### src/design/swd_pkg.sv
// Shared constants and types for the serial wiper step-down command link.
// Assumes both ends, the checker and the bench import this package; the interface does not.
package swd_pkg;
	// Command byte layout, first bit on the wire is bit 7.
	localparam int CMD_BITS        = 8;
	localparam int ADDR_MSB        = 7;
	localparam int ADDR_LSB        = 4;
	localparam int OPC_MSB         = 3;
	localparam int OPC_LSB         = 2;
	localparam int ERR_BIT_INDEX   = 6;
	localparam logic [3:0] WIPER_ADDR     = 4'h0;
	localparam logic [1:0] STEP_DOWN_OPCODE = 2'h2;
	localparam logic [1:0] STEP_UP_OPCODE   = 2'h1;
	// Wiper width and value after reset (mid-scale of the 8-bit variant).
	localparam int WIPER_WIDTH     = 8;
	localparam logic [7:0] WIPER_RESET = 8'h80;
	// Host serial clock half period in system clock cycles.
	localparam int SCK_HALF_CYCLES = 10;
	// Idle cycles with chip select high between frames, host side.
	localparam int CS_GAP_CYCLES   = 4;
	// Bit counter type.
	typedef logic [3:0] swd_count_type;
endpackage

### src/design/swd_link_if.sv
// Interface joining the host end and the potentiometer end of the serial link.
// Assumes the bench drives no pins itself; data out is driven only by the device.
`timescale 1ns/1ps
interface swd_link_if;
	logic cs_n;
	logic sck;
	logic sdi;
	logic sdo;
	logic sdo_oe;
	// Pull-up on the shared data out line when the device leaves it undriven.
	logic sdo_line;
	assign sdo_line = sdo_oe ? sdo : 1'b1;
	modport device (input cs_n, input sck, input sdi, output sdo, output sdo_oe);
	modport host   (output cs_n, output sck, output sdi, input sdo_line);
endinterface

### src/design/swd_sync.sv
// Two-flop synchroniser for a group of single-bit levels from outside the clock.
// Assumes inputs are asynchronous to clk_sys; outputs are safe to read by any logic.
`timescale 1ns/1ps
module swd_sync #(
	parameter int WIDTH = 1
) (
	// Clock and reset.
	input  wire logic             clk_sys,
	input  wire logic             rst,
	// Levels.
	input  wire logic [WIDTH-1:0] async_in,
	output logic      [WIDTH-1:0] sync_out
);
	logic [WIDTH-1:0] meta_reg;

	// First stage feeds only the second stage, never other logic.
	always_ff @(posedge clk_sys) begin
		if (rst) begin
			meta_reg <= '0;
			sync_out <= '0;
		end else begin
			meta_reg <= async_in;
			sync_out <= meta_reg;
		end
	end
endmodule

### src/design/swd_device.sv
// Potentiometer end: decodes serial command bytes and steps the volatile wiper down.
// Assumes the host uses mode 0 timing: data sampled on rising, shifted on falling sck.
//
// Overview of operation
// - Step-down is one eight-clock command byte only.
// - Only wiper address accepted; others are errors.
// - Wiper moves at eighth clock of good byte.
// - Each accepted step-down command lowers a nonzero wiper by one; step-up is accepted but ignored.
// - Seventh clock drives error bit on data out.
// - At zero-scale the wiper stays at zero.
// - Full-scale is all ones of wiper width.
// - Host holds chip select low whole byte.
// - Back-to-back bytes each step once until an error.
// - Other valid commands may follow in frame.
// - Host releases chip select soon after last.
// - After error, data out low until release.
// - Start from idle or within active frame.
`timescale 1ns/1ps
module swd_device
	import swd_pkg::*;
#(
	parameter int WIDTH = swd_pkg::WIPER_WIDTH
) (
	// Clock and reset.
	input  wire logic             clk_sys,
	input  wire logic             rst,
	// Serial link.
	swd_link_if.device            link,
	// User side.
	output logic      [WIDTH-1:0] wiper_value,
	output logic                  step_pulse,
	output logic                  command_error_flag
);
	import swd_pkg::*;

	localparam logic [WIDTH-1:0] FULL_SCALE = {WIDTH{1'b1}};

	typedef enum logic [2:0] {
		SWD_IDLE  = 3'b001,
		SWD_SHIFT = 3'b010,
		SWD_ERROR = 3'b100
	} swd_state_type;

	logic [2:0]            pins_sync;
	logic                  cs_n_s;
	logic                  sck_s;
	logic                  sdi_s;
	logic                  sck_prev_reg;
	logic [1:0]            settle_reg;
	logic                  rise;
	logic                  fall;
	logic                  active;
	swd_state_type         state_reg;
	swd_count_type         count_reg;
	logic [CMD_BITS-1:0]   shift_reg;
	logic                  valid_reg;
	logic [CMD_BITS-1:0]   full_byte;
	logic                  byte_done;
	logic                  cmd_ok;
	logic [WIDTH-1:0]      wiper_reg;

	// Pins cross into clk_sys through two flops before anything reads them.
	swd_sync #(.WIDTH(3)) swd_sync_inst (
		.clk_sys  (clk_sys),
		.rst      (rst),
		.async_in ({link.cs_n, link.sck, link.sdi}),
		.sync_out (pins_sync)
	);
	assign cs_n_s = pins_sync[2];
	assign sck_s  = pins_sync[1];
	assign sdi_s  = pins_sync[0];

	// Edge detection on the synchronised serial clock.
	always_ff @(posedge clk_sys) begin
		if (rst) begin
			sck_prev_reg <= 1'b0;
		end else begin
			sck_prev_reg <= sck_s;
		end
	end
	assign rise   = sck_s & ~sck_prev_reg;
	assign fall   = ~sck_s & sck_prev_reg;
	assign active = ~cs_n_s & settle_reg[1];

	// The synchroniser clears to zero in reset, which would read as selected.
	// The pins count only once both stages hold real samples, or data out would wake
	// for two cycles after every reset with no host asking.
	always_ff @(posedge clk_sys) begin
		if (rst) begin
			settle_reg <= 2'b00;
		end else begin
			settle_reg <= {settle_reg[0], 1'b1};
		end
	end

	// Address and opcode check on the first six bits of the byte.
	function automatic logic check_cmd(input logic [CMD_BITS-1:0] b);
		check_cmd = (b[ADDR_MSB:ADDR_LSB] == WIPER_ADDR) &&
			(b[OPC_MSB:OPC_LSB] == STEP_DOWN_OPCODE ||
			 b[OPC_MSB:OPC_LSB] == STEP_UP_OPCODE);
	endfunction

	// Saturating step down: zero-scale holds, any other value loses exactly one step.
	function automatic logic [WIDTH-1:0] step_down(input logic [WIDTH-1:0] v);
		if (v != '0 && v <= FULL_SCALE) begin
			step_down = v - WIDTH'(1);
		end else begin
			step_down = v;
		end
	endfunction

	assign full_byte = {shift_reg[CMD_BITS-2:0], sdi_s};
	assign byte_done = (state_reg == SWD_SHIFT) && active && rise &&
		(count_reg == swd_count_type'(CMD_BITS - 1));
	assign cmd_ok    = valid_reg && (full_byte[OPC_MSB:OPC_LSB] == STEP_DOWN_OPCODE);

	// Frame state: shifting bytes, or latched error until chip select rises.
	always_ff @(posedge clk_sys) begin
		if (rst) begin
			state_reg <= SWD_IDLE;
		end else if (!active) begin
			state_reg <= SWD_IDLE;
		end else begin
			unique case (state_reg)
				SWD_IDLE: begin
					state_reg <= SWD_SHIFT;
				end
				SWD_SHIFT: begin
					// Error is decided once six bits are in, at the sixth rise.
					if (rise && count_reg == swd_count_type'(ERR_BIT_INDEX - 1) &&
						!check_cmd({shift_reg[4:0], sdi_s, 2'b00})) begin
						state_reg <= SWD_ERROR;
					end
				end
				SWD_ERROR: begin
					state_reg <= SWD_ERROR;
				end
				default: begin
					state_reg <= SWD_IDLE;
				end
			endcase
		end
	end

	// Bit counter and shifter, restarting at every byte so bytes chain in a frame.
	always_ff @(posedge clk_sys) begin
		if (rst) begin
			count_reg <= '0;
			shift_reg <= '0;
		end else if (!active || state_reg == SWD_IDLE) begin
			count_reg <= '0;
			shift_reg <= '0;
		end else if (rise) begin
			shift_reg <= full_byte;
			if (count_reg == swd_count_type'(CMD_BITS - 1)) begin
				count_reg <= '0;
			end else begin
				count_reg <= count_reg + swd_count_type'(1);
			end
		end
	end

	// Validity of the current byte, known after its sixth bit.
	always_ff @(posedge clk_sys) begin
		if (rst) begin
			valid_reg <= 1'b0;
		end else if (!active || state_reg != SWD_SHIFT) begin
			valid_reg <= 1'b0;
		end else if (rise && count_reg == swd_count_type'(ERR_BIT_INDEX - 1)) begin
			valid_reg <= check_cmd({shift_reg[4:0], sdi_s, 2'b00});
		end
	end

	// Wiper update on the eighth rising edge; saturates at zero-scale.
	always_ff @(posedge clk_sys) begin
		if (rst) begin
			wiper_reg  <= WIPER_RESET[WIDTH-1:0];
			step_pulse <= 1'b0;
		end else begin
			step_pulse <= 1'b0;
			if (byte_done && cmd_ok) begin
				step_pulse <= 1'b1;
				wiper_reg  <= step_down(wiper_reg);
			end
		end
	end
	assign wiper_value = wiper_reg;

	// Data out: high during address bits, error bit from the seventh clock on.
	// Updated on the falling edge so the host samples it on the next rise.
	always_ff @(posedge clk_sys) begin
		if (rst) begin
			link.sdo           <= 1'b1;
			link.sdo_oe        <= 1'b0;
			command_error_flag <= 1'b0;
		end else if (!active) begin
			link.sdo           <= 1'b1;
			link.sdo_oe        <= 1'b0;
			command_error_flag <= 1'b0;
		end else begin
			link.sdo_oe <= 1'b1;
			if (state_reg == SWD_ERROR) begin
				command_error_flag <= 1'b1;
				if (fall) begin
					link.sdo <= 1'b0;
				end
			end else if (fall && count_reg == swd_count_type'(ERR_BIT_INDEX)) begin
				link.sdo <= 1'b1;
			end else if (fall) begin
				link.sdo <= 1'b1;
			end
		end
	end
endmodule

### src/flat_wrapper.sv
// flat-port wrapper written by rule: the top's interface ports become plain ports
module swd_device_flat import swd_pkg::*;
#(
	parameter int WIDTH = swd_pkg::WIPER_WIDTH
)
  (clk_sys, rst, wiper_value, step_pulse, command_error_flag, link_cs_n, link_sck, link_sdi, link_sdo, link_sdo_oe);
  swd_link_if link_i ();
  input  wire logic clk_sys;
  input  wire logic rst;
  output logic      [WIDTH-1:0] wiper_value;
  output logic step_pulse;
  output logic command_error_flag;
  input wire logic [$bits(link_i.cs_n)-1:0] link_cs_n;
  input wire logic [$bits(link_i.sck)-1:0] link_sck;
  input wire logic [$bits(link_i.sdi)-1:0] link_sdi;
  output wire logic [$bits(link_i.sdo)-1:0] link_sdo;
  output wire logic [$bits(link_i.sdo_oe)-1:0] link_sdo_oe;
  assign link_i.cs_n = link_cs_n;
  assign link_i.sck = link_sck;
  assign link_i.sdi = link_sdi;
  assign link_sdo = link_i.sdo;
  assign link_sdo_oe = link_i.sdo_oe;
  swd_device #(.WIDTH(WIDTH)) u_core (.clk_sys(clk_sys), .rst(rst), .link(link_i), .wiper_value(wiper_value), .step_pulse(step_pulse), .command_error_flag(command_error_flag));
endmodule
### config.mk
export PLATFORM = sky130hd
export DESIGN_NAME = swd_device_flat
export DESIGN_NICKNAME = d
export VERILOG_FILES = /design/src/design/swd_pkg.sv /design/src/design/swd_link_if.sv /design/src/design/swd_sync.sv /design/src/design/swd_device.sv /design/src/flat_wrapper.sv
export SDC_FILE = /design/constraint.sdc
export NUM_CORES = 1
export LEC_CHECK = 0
export BUFFER_PORTS_ARGS = -buffer_cell sky130_fd_sc_hd__buf_2
export CORE_ASPECT_RATIO = 0.7
export CORE_UTILIZATION = 30
export DETAILED_ROUTE_END_ITERATION = 16
export PLACE_DENSITY_LB_ADDON = 0.25
export SYNTH_ARGS = -nofsm -noshare
export SYNTH_HDL_FRONTEND = slang
export SYNTH_HIERARCHICAL = 1
export SYNTH_SLANG_ARGS = --single-unit
### constraint.sdc
create_clock -name clk_sys -period 2.3 [get_ports clk_sys]
set_input_delay 0.115 -clock clk_sys [delete_from_list [all_inputs] [get_ports clk_sys]]
set_output_delay 0.115 -clock clk_sys [all_outputs]
set_load 0.01 [all_outputs]
Yosys cells after proc, flatten, opt, wreduce, memory -nomap -nowiden
Cells that the tools add are included.
{"block": "totals", "out_inout_bits": 12, "ramBits": 0, "n_memories": 0, "register_bits": 34, "rom_bits": 0, "wordCells": 69, "inputBits": 5, "latch_bits": 0}
{"block": "classes", "shift": 0, "add_sub_neg": 2, "bitwise": 7, "magnitude_cmp": 1, "eq_ne": 12, "reduce_logical": 23, "mul": 0, "div_mod_pow": 0, "n_mux": 10}
{"operator": "$eq 4x3->1 const B", "count": 3}
{"operator": "$logic_and 1x1->1", "count": 10}
{"operator": "$pmux 3 s3", "count": 1}
{"operator": "$le 8x8->1 const B", "count": 1}
{"operator": "$reduce_bool 8->1", "count": 1}
{"operator": "$sub 8x1->8 const B", "count": 1}
{"operator": "$mux 1", "count": 7}
{"operator": "$reduce_or 2->1", "count": 3}
{"operator": "$add 4x1->4 const B", "count": 1}
{"operator": "$eq 2x2->1 const B", "count": 2}
{"operator": "$logic_not 4->1", "count": 1}
{"operator": "$mux 4", "count": 1}
{"operator": "$not 1->1", "count": 4}
{"operator": "$reduce_and 2->1", "count": 2}
{"operator": "$and 1x1->1", "count": 3}
{"operator": "$eq 3x1->1 const B", "count": 1}
{"operator": "$eq 3x2->1 const B", "count": 1}
{"operator": "$eq 3x3->1 const B", "count": 1}
{"operator": "$logic_or 1x1->1", "count": 3}
{"operator": "$mux 3", "count": 1}
{"operator": "$ne 3x2->1 const B", "count": 1}
{"operator": "$eq 2x1->1 const B", "count": 1}
{"operator": "$logic_not 1->1", "count": 2}
{"operator": "$ne 2x1->1 const B", "count": 1}
{"operator": "2 further kinds", "count": 2}

Longest topological paths before layout
{"block": "depth", "depth_word": 7, "ltp_mapped": 6, "mapped_depth_nobuf": 6}

Hierarchy
The synthesis kept the hierarchy.
{"module": "swd_device", "cells_per_inst": 132, "area_per_inst_um2": 1222.4, "instances": 1}
{"module": "swd_sync", "cells_per_inst": 12, "area_per_inst_um2": 157.7, "instances": 1}

Least setup slack after synthesis
No wires, ideal clock.
{"block": "synth_timing", "path_type": "register to register", "from": "reg u_core.wiper_reg[2] (netlist: u_core/wiper_value[2])", "to": "reg u_core.wiper_reg[1] (netlist: u_core/wiper_value[1])", "path_stages_with_launch": 6, "n_path_buf": 1, "synth_period_minus_slack_ns": 1.696, "setup_time_ns": 0.115, "path_slack_ns": 0.604, "arrival_time_ns": 1.581, "cell_sequence": "dfxtp_1 or4_4 nor4b_4 buf_4 o21ai_0 and3_1"}
{"block": "synth_between", "elab_chain_len": 3}
{"element": "start: declaration", "line_no": "swd_device.sv:60", "text": "logic [WIDTH-1:0] wiper_reg;"}
{"element": "start signal: assignment", "line_no": "swd_device.sv:177", "text": "wiper_reg <= WIPER_RESET[WIDTH-1:0];"}
{"element": "start signal: assignment", "line_no": "swd_device.sv:183", "text": "wiper_reg <= step_down(wiper_reg);"}
{"element": "$le 8x8->1 or $reduce_bool 8->1 (tied branches)", "line_no": "swd_device.sv:105", "text": "if (v != '0 && v <= FULL_SCALE) begin"}
{"element": "$logic_and 1x1->1 (*)", "line_no": "swd_device.sv:105"}
{"element": "$reduce_and 2->1 (no source line) (*)"}
Every way passes the cells marked *; elsewhere a longest branch is shown, timed or not.
A chain may end at the register's enable or synchronous reset.

Final worst setup path
Same ends and word-level chain as after synthesis.

==> flow_metrics.tcl <==
set metrics [dict create \
    slowest_delay_ns 0.56 \
    hold_viol 0 \
    max-slew-margin-rel 0.621 \
    wl_per_cell_um 12.7 \
    grt_pass1_vias 1063 \
    dr.pass1.iters 4 \
    yosys_warnings 6 \
    synth_area_mm2 0.00138 \
    synth_most_common_cell "dfxtp_1" \
    worst_setup_path_start_kind "register" \
    clock-sinks 34 \
    cts-htree-levels 2 \
    critical_path_class "reg -> reg" \
    antenna_found_initial 0 \
    cts.path.max_buffers 2 \
    cap_violations 0 \
    ys_ff_latch 34 \
    rows 20 \
    rr_startpoint "u_core/wiper_value[2]$_SDFFE_PP0P_" \
    crit_path_end_kind "register" \
    core_mm2 0.00438 \
    drt_iter0_drc 91 \
    cp_max_fo 13 \
    p_total_mw 1.08 \
    synth_common_cells "34 x dfxtp_1, 16 x a21oi_1, 14 x nand2_1, 10 x nor2b_1, 7 x or4_1" \
    tightest_slew_ns 0.567 \
    hold_start "link_sdi" \
    routed_via_density 4.86 \
    syn-num-nets 153 \
    grt_pass1_wl_um 4900 \
    cts_tree "yes" \
    cp.arrival_ns 2.12 \
    ys_seq_area_frac 0.493 \
    worstHoldPathCells 2 \
    chipHeight_um 58.7 \
    syn_area_per_cell_um2 9.58 \
    final.setup.tns_ns 0 \
    yosysTopAreaCellShare 0.493 \
    grt_max_degree 19 \
    gp_congestion 0.822 \
    clock-skew-final_ns 0.00932 \
    area_growth_pct 17.8 \
    cts_root_buf "clkbuf_8" \
    p_leak_nw 0.629 \
    finalSetupViolCount 0 \
    rsz0062_at_grt "no" \
    drv_slew 0 \
    yosysTopAreaCell "dfxtp_1" \
    die-area_mm2 0.00488 \
    synth_enable_flop_cells 0 \
    status "complete, no violations" \
    synthCells 144 \
    die_w_um 83.1 \
    period_share 0.845 \
    cp_data_required_time_ns 2.48 \
    vias 1080 \
    fmax_ghz 0.514 \
    fin_crit_ns 1.94 \
    synth_cell_type_count 34 \
    dp_hpwl_um 2000 \
    drc 0 \
    grt_use_total 0.134 \
    largest_reg_flops 8 \
    placement.io_buffers 16 \
    reg2reg_to "u_core/wiper_value[1]$_SDFFE_PP0P_" \
    synth_flop_cell "dfxtp_1" \
    nets 175 \
    path_clk_slew_ns 0.07 \
    r2r_cells 4 \
    cp_cell_sequence "or4_4, nor4b_4, o21ai_0, and3_1" \
    p_per_area_mw_per_mm2 665 \
    drive_gt1_frac 0.198 \
    hold_path_class "in -> reg" \
    cts_buffers 5 \
    final_antenna_net_count 0 \
    insertion_delay_ns 0.28 \
    slowest_stage "or4_4" \
    antenna_cells 0 \
    synth_area_leaders "dfxtp_1 49%, a21oi_1 5.8%, nor2b_1 4.5%" \
    hold_buffers 0 \
    grt_overflow_total 0 \
    rrSetupSlack_ns 0.36 \
    initial_core_util 0.315 \
    ioPinCount 17 \
    ir_drop_v 0.000279 \
    async_flop_share 0 \
    drt_wl_total_um 2810 \
    min_to "u_core/swd_sync_inst/meta_reg[0]$_SDFF_PP0_" \
]
-- cell usage in the layout (no fill, tap or decap), types with 2 or more instances in the layout --
master	instances
and4bb_2	2
nand2b_1	2
or3b_2	2
or3_1	5
nor2_1	6
ha_1	4
o21ai_0	5
a21oi_1	16
o211ai_1	2
buf_2	16
nand2_1	14
o31ai_1	3
xnor2_1	3
buf_4	4
nand4_1	2
xor2_1	2
or4_1	7
clkbuf_8	6
nor2b_1	10
inv_1	6
a211oi_1	2
dfxtp_1	34
-- through the flow --
step / hold WS (ns) / setup slack, ns / util / instance area (um2) / instances
3_5_place_dp: 0.330 / 0.276 / 0.345 / 1510 / 211
5_1_grt: 0.0731 / 0.188 / 0.371 / 1630 / 222
4_1_cts: 0.0355 / 0.259 / 0.366 / 1600 / 219
6_report: 0.0442 / 0.356 / 0.371 / 1630 / 222
3_3_place_gp: 0.324 / 0.374 / 0.345 / 1510 / 211
2_1_floorplan: 0.187 / 0.604 / - / 1380 / 144
-- cell type report --
cell class / instances / area (um2)
clock buffer: 7 / 86.3
tap: 55 / 68.8
timing repair buffer: 20 / 110
clock inverter: 1 / 5.00
fill: 438 / 2750
inverter: 6 / 22.5
sequential: 34 / 681
multi-input combinational: 99 / 652
-- metal layers --
| layer | track usage | part of all wire |
|---|---|---|
| met5 | 0 | 0 |
| met1 | 0.178 | 0.53 |
| met3 | 0.0463 | 0.039 |
| met2 | 0.196 | 0.42 |
| met4 | 0.0665 | 0.017 |
-- report_power, final --
part,switching [mW],internal [mW]
Clock,0.206,0.241
Combinational,0.0167,0.0135
Sequential,0.00586,0.598
-- worst max path at each step --
stage                                          to  depth (start not counted)                               start  slack, ns
6_report       u_core/wiper_value[1]$_SDFFE_PP0P_                          4  u_core/wiper_value[2]$_SDFFE_PP0P_       0.36
5_1_grt        u_core/wiper_value[1]$_SDFFE_PP0P_                          4  u_core/wiper_value[2]$_SDFFE_PP0P_       0.19
4_1_cts        u_core/wiper_value[1]$_SDFFE_PP0P_                          4    u_core/count_reg[0]$_SDFFE_PP0N_       0.26
3_5_place_dp   u_core/wiper_value[1]$_SDFFE_PP0P_                          4    u_core/state_reg[1]$_SDFFE_PP0P_       0.28
3_3_place_gp   u_core/wiper_value[1]$_SDFFE_PP0P_                          4    u_core/count_reg[0]$_SDFFE_PP0N_       0.37
2_1_floorplan  u_core/wiper_value[1]$_SDFFE_PP0P_                          5  u_core/wiper_value[2]$_SDFFE_PP0P_       0.60
-- repair_timing --
item                       4_1_cts  5_1_grt
gates resized for setup          0        0
setup buffers                    0        3
setup endpoints to repair        0        1
-- critical path: cells and delay by family, from the launching register on --
family	cells	cell delay [ns]
AND/OR/NAND/NOR	3	1.31
AO/OA/AOI/OAI	1	0.18
flip-flops	1	0.35
-- kinds of logic after synthesis --
kind of cell	synth area share
AO/OA/AOI/OAI	0.127
XOR/XNOR	0.0317
adder cells (fa/ha/maj)	0.0363
buffers and inverters	0.0345
flip-flops	0.493
multiplexers	0.00725
AND/OR/NAND/NOR	0.270
(Power assumes the default switching activity.)
